### config.mk
export PLATFORM = sky130hd
export DESIGN_NAME = uirl_link
export DESIGN_NICKNAME = d
export VERILOG_FILES = /design/src/uirl_pkg.sv /design/src/uirl_link.sv
export SDC_FILE = /design/constraint.sdc
export NUM_CORES = 1
export LEC_CHECK = 0
export ABC_AREA = 1
export BUFFER_PORTS_ARGS = -buffer_cell sky130_fd_sc_hd__buf_4
export CORE_MARGIN = 2
export CORE_UTILIZATION = 45
export DETAILED_ROUTE_END_ITERATION = 10
export GPL_TIMING_DRIVEN = 1
export PLACE_DENSITY_LB_ADDON = 0.08
export SLEW_MARGIN = 10
export SYNTH_ARGS = -nofsm -noshare
export SYNTH_HDL_FRONTEND = slang
export SYNTH_SLANG_ARGS = --single-unit
### constraint.sdc
create_clock -name clock -period 12.4 [get_ports clock]
set_input_delay 1.24 -clock clock [delete_from_list [all_inputs] [get_ports clock]]
set_output_delay 1.24 -clock clock [all_outputs]
set_load 0.02 [all_outputs]
### src/uirl_pkg.sv
// uirl_pkg: constants, register map and state carriers of the host-facing ir link block
// assumes a single 25 MHz clock and an apb master with 32-bit data
// What this block does
// - take host serial bytes on data input
// - send serial bytes to host on data output
// - forward host ring level to primary station
// - set-ready low while ir link exists
// - remote terminal-ready bit never drives local outputs
// - forward host terminal-ready as primary set-ready bit
// - clear-to-send high tells host hold off
// - withhold host output while request-to-send high
// - forward host carrier-detect to primary station
// - drive optical transmit stream on own pin
// - take optical receive stream on own pin
// - act as flow-controlled serial port for host
// - secondary only, never start link traffic
// - timing derived from the 25 MHz core clock
package uirl_pkg;
	// timing
	localparam int unsigned CLK_HZ   = 25000000; // core clock rate
	localparam int unsigned OSC_HZ   = 11059200; // documented oscillator rate
	localparam int unsigned BAUD     = 9600;     // serial rate on both streams
	localparam int unsigned BIT_CYC  = CLK_HZ / BAUD;
	localparam int unsigned CNT_W    = 12;
	localparam logic [CNT_W-1:0] BIT_LAST = CNT_W'(BIT_CYC - 1);
	localparam logic [CNT_W-1:0] HALF_BIT = CNT_W'(BIT_CYC / 2);
	localparam logic [CNT_W-1:0] CNT_ONE  = 12'h001;
	// frame layout
	localparam logic [3:0] IDX_START = 4'h0;
	localparam logic [3:0] IDX_STOP  = 4'h9;
	localparam logic [3:0] IDX_ONE   = 4'h1;
	localparam logic       LINE_IDLE = 1'b1;
	localparam logic       BIT_START = 1'b0;
	localparam logic       BIT_STOP  = 1'b1;
	// register byte addresses
	localparam logic [7:0] OFF_CTRL   = 8'h00;
	localparam logic [7:0] OFF_STATUS = 8'h04;
	localparam logic [7:0] OFF_REMOTE = 8'h08;
	localparam logic [7:0] OFF_DATA   = 8'h0c;
	// control fields
	localparam int unsigned CTRL_LINK = 0;
	localparam int unsigned CTRL_RDTR = 1;
	localparam logic [31:0] ZERO32 = 32'h0000_0000;
	// serial receiver state
	typedef struct packed {
		logic             busy;
		logic             done;
		logic [CNT_W-1:0] cnt;
		logic [3:0]       idx;
		logic [7:0]       shift;
	} uirl_rx_t;
	// serial transmitter state
	typedef struct packed {
		logic             busy;
		logic             line;
		logic [CNT_W-1:0] cnt;
		logic [3:0]       idx;
		logic [9:0]       shift;
	} uirl_tx_t;
	// apb request as one carrier
	typedef struct packed {
		logic        psel;
		logic        penable;
		logic        pwrite;
		logic [7:0]  paddr;
		logic [31:0] pwdata;
	} uirl_apb_req_t;
endpackage : uirl_pkg

### src/uirl_link.sv
// uirl_link: host uart and optical stream bridge with modem lines and apb registers
// assumes synchronous inputs, one clock, a link stack reading the apb registers
`timescale 1ns/100ps
module uirl_link (
	// clock and reset
	input  wire logic              clock,
	input  wire logic              rst,
	// apb slave
	input  wire uirl_pkg::uirl_apb_req_t apbReq,
	output logic [31:0]            prdata,
	output logic                   pready,
	output logic                   pslverr,
	// host uart pins
	input  wire logic              hostTxIn,
	output logic                   hostRxOut,
	// host modem lines, all active low
	input  wire logic              ringN,
	input  wire logic              termReadyN,
	input  wire logic              reqToSendN,
	input  wire logic              carrierN,
	output logic                   setReadyN,
	output logic                   clearToSendN,
	// optical transceiver pins
	output logic                   optical_tx_out,
	input  wire logic              optical_rx_in
);
	import uirl_pkg::*;

	// complete state of the block
	typedef struct packed {
		logic        linkUp;     // stack says a primary holds a link
		logic        remoteDtr;  // primary's terminal-ready bit, stored only
		uirl_rx_t    hRx;        // receiver on the host line
		uirl_tx_t    hTx;        // transmitter to the host
		uirl_rx_t    oRx;        // optical receiver
		uirl_tx_t    oTx;        // optical transmitter
		logic [7:0]  hByte;      // byte from host waiting for the link
		logic        hValid;
		logic [7:0]  oByte;      // byte from link waiting for the host
		logic        oValid;
		logic [2:0]  remote;     // {carrier, terminal ready, ring} to primary
		logic        dsrN;
		logic        ctsN;
		logic [31:0] rdata;
		logic        rdy;
		logic        err;
	} uirl_state_t;

	uirl_state_t st_reg;   // registered state
	uirl_state_t st_next;  // next state

	// receiver step: mid-bit sampling, false starts are dropped
	function automatic uirl_rx_t rxStep(input uirl_rx_t s, input logic line);
		uirl_rx_t n;
		n = s;
		n.done = 1'b0;
		if (!s.busy) begin
			if (line == BIT_START) begin
				n.busy = 1'b1;
				n.cnt  = HALF_BIT;
				n.idx  = IDX_START;
			end
		end else if (s.cnt != '0) begin
			n.cnt = s.cnt - CNT_ONE;
		end else begin
			n.cnt = BIT_LAST;
			n.idx = s.idx + IDX_ONE;
			if (s.idx == IDX_START) begin
				// a glitch shorter than half a bit is no start
				if (line != BIT_START) n.busy = 1'b0;
			end else if (s.idx == IDX_STOP) begin
				// a frame with a low stop bit is discarded
				n.busy = 1'b0;
				n.done = (line == BIT_STOP);
			end else begin
				n.shift = {line, s.shift[7:1]}; // lsb arrives first
			end
		end
		return n;
	endfunction

	// transmitter step: loads a whole frame, shifts out one bit per bit time
	function automatic uirl_tx_t txStep(input uirl_tx_t s, input logic start,
		input logic [7:0] data);
		uirl_tx_t n;
		n = s;
		if (!s.busy) begin
			if (start) begin
				n.busy  = 1'b1;
				n.cnt   = BIT_LAST;
				n.idx   = IDX_START;
				n.shift = {BIT_STOP, data, BIT_START};
			end
		end else if (s.cnt != '0) begin
			n.cnt = s.cnt - CNT_ONE;
		end else begin
			n.cnt   = BIT_LAST;
			n.idx   = s.idx + IDX_ONE;
			n.shift = {LINE_IDLE, s.shift[9:1]};
			if (s.idx == IDX_STOP) n.busy = 1'b0;
		end
		n.line = n.busy ? n.shift[0] : LINE_IDLE;
		return n;
	endfunction

	// next-state logic for streams, modem lines and registers
	always_comb begin
		logic startOpt;
		logic startHost;
		logic access;
		startOpt  = 1'b0;
		startHost = 1'b0;
		access    = 1'b0;
		st_next   = st_reg;

		// host bytes in, held until the link takes them
		st_next.hRx = rxStep(st_reg.hRx, hostTxIn);
		// only a linked secondary sends; it never opens traffic itself
		startOpt = st_reg.hValid && st_reg.linkUp && !st_reg.oTx.busy;
		st_next.oTx = txStep(st_reg.oTx, startOpt, st_reg.hByte);
		if (startOpt) st_next.hValid = 1'b0;
		// set wins over the clear taken by the optical transmitter
		if (st_reg.hRx.done) begin
			st_next.hByte  = st_reg.hRx.shift;
			st_next.hValid = 1'b1;
		end

		// optical bytes in, passed to the host while it asks for them
		st_next.oRx = rxStep(st_reg.oRx, optical_rx_in);
		startHost = st_reg.oValid && !reqToSendN && !st_reg.hTx.busy;
		st_next.hTx = txStep(st_reg.hTx, startHost, st_reg.oByte);
		if (startHost) st_next.oValid = 1'b0;
		if (st_reg.oRx.done) begin
			st_next.oByte  = st_reg.oRx.shift;
			st_next.oValid = 1'b1;
		end

		// modem lines generated here, not from the primary's bits
		st_next.dsrN = !st_reg.linkUp;
		// hold the host off while its last byte is still parked
		st_next.ctsN = st_reg.hValid || st_reg.hRx.done || !st_reg.linkUp;
		// host levels turned into presence bits for the primary
		st_next.remote = {!carrierN, !termReadyN, !ringN};

		// apb: one wait state, then pready for one cycle
		st_next.rdy = 1'b0;
		st_next.err = 1'b0;
		access = apbReq.psel && apbReq.penable && !st_reg.rdy;
		if (access) begin
			st_next.rdy   = 1'b1;
			st_next.rdata = ZERO32;
			case (apbReq.paddr)
				OFF_CTRL: begin
					if (apbReq.pwrite) begin
						st_next.linkUp    = apbReq.pwdata[CTRL_LINK];
						st_next.remoteDtr = apbReq.pwdata[CTRL_RDTR];
					end else begin
						st_next.rdata[CTRL_LINK] = st_reg.linkUp;
						st_next.rdata[CTRL_RDTR] = st_reg.remoteDtr;
					end
				end
				OFF_STATUS: begin
					// raw pin levels and path occupancy
					st_next.rdata[7:0] = {st_reg.oTx.busy, st_reg.hTx.busy, st_reg.oValid,
						st_reg.hValid, reqToSendN, carrierN, termReadyN, ringN};
				end
				OFF_REMOTE: begin
					st_next.rdata[2:0] = st_reg.remote;
				end
				OFF_DATA: begin
					st_next.rdata[15:0] = {st_reg.oByte, st_reg.hByte};
				end
				default: begin
					st_next.err = 1'b1;
				end
			endcase
		end
	end

	// single state register
	always_ff @(posedge clock or posedge rst) begin
		if (rst) begin
			st_reg            <= '0;
			st_reg.hTx.line   <= LINE_IDLE;
			st_reg.oTx.line   <= LINE_IDLE;
			st_reg.dsrN       <= 1'b1;
			st_reg.ctsN       <= 1'b1;
		end else begin
			st_reg <= st_next;
		end
	end

	// outputs straight from the state register
	assign prdata         = st_reg.rdata;
	assign pready         = st_reg.rdy;
	assign pslverr        = st_reg.err;
	assign hostRxOut      = st_reg.hTx.line;
	assign optical_tx_out = st_reg.oTx.line;
	assign setReadyN      = st_reg.dsrN;
	assign clearToSendN   = st_reg.ctsN;
endmodule // uirl_link

* After elaboration in Yosys (flattened, before gate mapping) *
Cells that the tools add are included.

word-level totals
  word-level logic and storage cells = 151
  bits of input ports = 51
  register bits = 151
  output and inout port bits = 38

cells by class
  equality and inequality tests = 13
  muxes and demuxes = 55
  bitwise logic cells = 6
  add/sub/neg operators = 8
  reduce and logical (&&, ||, !) cells = 35

operators with widths
  operator                 number
  $mux W26                 4
  $mux W12                 6
  $mux W16                 4
  $reduce_bool A12 Y1      4
  $sub A12 B1 Y12 const B  4
  $mux W8                  5
  $mux W14                 2
  $mux W1                  25
  $add A4 B1 Y4 const B    4
  $eq A4 B4 Y1 const B     4
  $eq A8 B4 Y1 const B     2
  $mux W2                  6
  $pmux W5 S2              1
  $eq A8 B3 Y1 const B     1
  $logic_not A1 Y1         8
  $logic_not A4 Y1         2
  $logic_not A8 Y1         1
  $ne A2 B2 Y1 const B     4
  $pmux W2 S4              1
  $reduce_and A2 Y1        4
  $reduce_and A4 Y1        2
  $reduce_bool A2 Y1       4
  $logic_and A1 B1 Y1      6
  $not A1 Y1               6
  5 further kinds          7

* Longest topological paths before layout *
  word-level depth = 6
  mapped depth = 10
  gate-level depth less buffers = 9

* Worst setup path after synthesis *
Ideal clock, no wire load.

  kind = input to register
  from = in optical_rx_in
  to = reg st_reg[101] in the netlist's numbering
  setup time = 0.114 ns
  data required time = 12.286 ns
  arrival time = 1.976 ns
  path buffers = 0
  setup slack = 10.310 ns
  cell stages on the path = 7
  cell sequence = inv_1 nor2_1 inv_1 o21ai_0 nand2_1 nand2_1 inv_1

on the way
  word-level cells in the longest chain between the ends = 1

RTL lines
  item                    line              text
  start, declared         uirl_link.sv:25   input wire logic optical_rx_in
  $ne A2 B1 Y1 (no line)  n/a
  end signal, assigned    uirl_link.sv:189  st_reg <= st_next;
  end, declared           uirl_link.sv:49   uirl_state_t st_reg;

Every way passes these cells.
A chain may end at the register's enable or synchronous reset.

* Worst setup path after layout *
  from = in apbReq[42] in the netlist's numbering
  to = reg st_reg (netlist bit prdata[13])

on the way
  word-level cells in the longest chain between the ends = 2

RTL lines
  item                              line              text
  start, declared                   uirl_link.sv:9    input wire uirl_pkg::uirl_apb_req_t apbReq,
  $logic_and A1 B1 Y1 (2 in a row)  uirl_link.sv:148  access = apbReq.psel && apbReq.penable && !st_reg.rdy;

Every way passes these cells.

==> reports/results.txt <==
sequential cell area fraction in the yosys report: 48.8%
internal reg-to-reg setup slack: 10.53 ns
total clock buffers created by CTS: 17
final period demand of the worst path: 2.41 ns
unrepaired setup endpoints after global routing: no
Slew Limit Headroom: 46.4%
share of layout cells above drive strength 1: 13.5%
drt via density: 4.92
pre-CTS setup slack: 9.51 ns
share of the synthesized area in the top cell type: 47.5%
achievable frequency: 0.415 GHz
worst setup path startpoint: apbReq[42]
depth of the worst register-to-register path: 3
post_cts resized: 0
Total Wirelength: 15400 um
Hold Crit Start: st_reg[66]$_DFFE_PP0P_
count of cell types in the netlist: 47
CTS sink count: 151
transition time at the pin with the least slew margin: 0.804 ns
final period utilization: 19.4%
postcts setup bufs: 0
highest ir drop seen on vdd: 0.0985 mV
I/O pins: 89
post-synthesis average cell area: 8.38 um2
pwr/cell area: 167 nW/um2
Port Buffer Count: 42
chain of cells forming the critical path: buf_4, nand2_1, nor2_2, inv_1, o31ai_1
post-synthesis cell area: 7750 um2
clock latency at the later pin of the worst-skew pair: 0.42 ns
synthesis-stage register bit count: 151
deepest level of the CTS H-tree: 4
min setup slack post-route: 9.99 ns
Startpoint Class: primary input
post-detail-place hpwl: 10800 um
reported max-cap violation count: 0
wire length per cell after detailed routing: 13.0 um
global-route wire length before repair: 26800 um
final RePlAce weighted congestion: 0.819
CTS tree: yes
antenna cells: 0
area inside the core boundary: 16700 um2
cell taking the most area after synthesis: sky130_fd_sc_hd__dfrtp_1
most common library cell in the layout ignoring fill and taps: sky130_fd_sc_hd__nand2_1
clock-pin transition on the worst setup and hold timing paths: 0.06 ns
switching power total: 447 uW
final setup fails: 0
Post-CTS Hold Fix Bufs: 0
path class of the lowest-slack min-delay path: flip-flop to flip-flop
maximum clock skew at final layout: 0.00894 ns
top cells by area, synth: sky130_fd_sc_hd__dfrtp_1, sky130_fd_sc_hd__nand2_1, sky130_fd_sc_hd__nand3_1, sky130_fd_sc_hd__inv_1, sky130_fd_sc_hd__o21ai_0
synthesized netlist cell count: 925
root buffer cell: sky130_fd_sc_hd__clkbuf_16
Endpoint, Worst Hold: st_reg[66]$_DFFE_PP0P_
area enclosed by the die boundary: 18300 um2
final sum of negative setup slack: 0 ns
Global Route Usage Sum: 18.3%
flip-flop count of the largest register after layout: 129
worst hold slack after final layout: 0.470 ns
data arrival time of the critical path: 2.73 ns
hold path cells: 2
die height: 135 um
outcome: completed
Flop pwr share: 44.0%
largest buffer count on any clock path: 2
highest-count cells in the layout ignoring fill and taps: sky130_fd_sc_hd__nand2_1, sky130_fd_sc_hd__dfrtp_1, sky130_fd_sc_hd__nand3_1
clock network power share: 36.4%
drt drc: 0
buffers plus inverters on the worst setup path: 2
first drt pass iteration count: 4
Row Count: 47
worst flop-to-flop path endpoint: prdata[13]$_DFFE_PP0P_
synth-to-layout area growth: 12.0%
total number of vias: 5848
kind of cell with the highest combined delay on the critical path: buffers and inverters
critical path required time: 12.72 ns
type of destination of the critical path: flip-flop
vias in the first global route: 5596
number of pins with negative max-slew slack in the final report: 0
Layout Utilization: 52.0%
hold violation total from the final report: 0
number of warning messages in the yosys log: 0
number of stages on the worst setup path: 5
Reg2Reg Launch Point: pready$_DFF_PP0_
total power draw: 1450 uW
DRT antenna net count: 0
Slowest-stage cell, CP: sky130_fd_sc_hd__inv_1
starting density of the core: 46.4%
sum of overflow across all layers after global routing: 0
largest fanout of any net on the critical path: 20
Switching Fraction: 30.9%
Int Power: 1000 uW
critical setup path kind: primary input to flip-flop
Die X: 135 um
# nets final: 1024
antenna violations before repair: 1
delay contributed by the slowest stage of the critical path: 0.51 ns
standby leakage power: 0.00418 uW
DRC marker count from the first detailed-route iteration: 343
maximum number of pins on one net before global-route repair: 88
combinational cell fraction of total power: 19.6%
cell usage after synthesis (all sizes together):
| library cell | number |
|---|---|
| a211oi | 1 |
| a21o | 1 |
| a21oi | 8 |
| a22oi | 3 |
| a31oi | 5 |
| and3 | 2 |
| and3b | 1 |
| buf | 39 |
| clkbuf | 8 |
| clkinv | 2 |
| conb | 1 |
| dfrtp | 147 |
| dfstp | 4 |
| ha | 18 |
| inv | 102 |
| mux2i | 1 |
| nand2 | 244 |
| nand3 | 113 |
| nand3b | 2 |
| nand4 | 4 |
| nor2 | 88 |
| nor3 | 8 |
| o211ai | 1 |
| o21ai | 75 |
| o21bai | 1 |
| o221ai | 3 |
| o22ai | 8 |
| o31ai | 8 |
| or2 | 2 |
| xnor2 | 8 |
| xor2 | 17 |
through the flow:
step / cells / area [um2]
2_1_floorplan: 940 / 7810
3_3_place_gp: 1156 / 8080
3_5_place_dp: 1156 / 8080
4_1_cts: 1188 / 8680
5_1_grt: 1188 / 8680
6_report: 1188 / 8680
power by group through the flow:
stage | logic, uW | clock network, uW | registers, uW
floorplan | 243 | 0 | 628
global placement | 285 | 0 | 645
detailed placement | 287 | 0 | 644
CTS | 289 | 539 | 637
global route | 336 | 560 | 649
finish | 284 | 528 | 637
metal layers:
metal  part of all wire [%]  track usage (%)  vias up
met3                    4.8             5.57       15
met2                     45             28.1       97
li1                       -                -     3002
met1                     49             25.2     2732
met5                  0.097                0        -
met4                    1.2             5.09        2
tightest hold or removal path, delay by kind of cell, from the launching register on:
family | cells | cell delay [ns]
buffers and inverters | 1 | 0.04
flip-flops | 1 | 0.34
AND/OR/NAND/NOR | 1 | 0.05
cell families after synthesis:
family / synth area share, %
simple gates: 27.4
flops: 48.8
buf+inv: 9.28
compound gates: 8.64
xor+xnor: 2.82
fa+ha+maj: 2.91
other cells: 0.0484
mux: 0.129
cell type report:
class                           instances  area [um2]
Sequential cell                       151        3780
Multi-Input combinational cell        638        3300
Fill cell                            1616        8020
Timing Repair Buffer                   43         323
Inverter                              104         397
Tap cell                              220         275
Clock buffer                           23         478
Clock inverter                          9         123
worst max-delay path by stage:
| stage | endpoint | slack, ns |
|---|---|---|
| after floorplan | prdata[0]$_DFFE_PP0P_ | 7.10 |
| after global placement | st_reg[78]$_DFFE_PP0P_ | 9.51 |
| after detailed placement | prdata[9]$_DFFE_PP0P_ | 9.51 |
| after CTS | prdata[9]$_DFFE_PP0P_ | 9.96 |
| after global routing | st_reg[165]$_DFFE_PP0P_ | 9.80 |
| final | prdata[13]$_DFFE_PP0P_ | 9.99 |
Power figures use the tool's default switching activity.
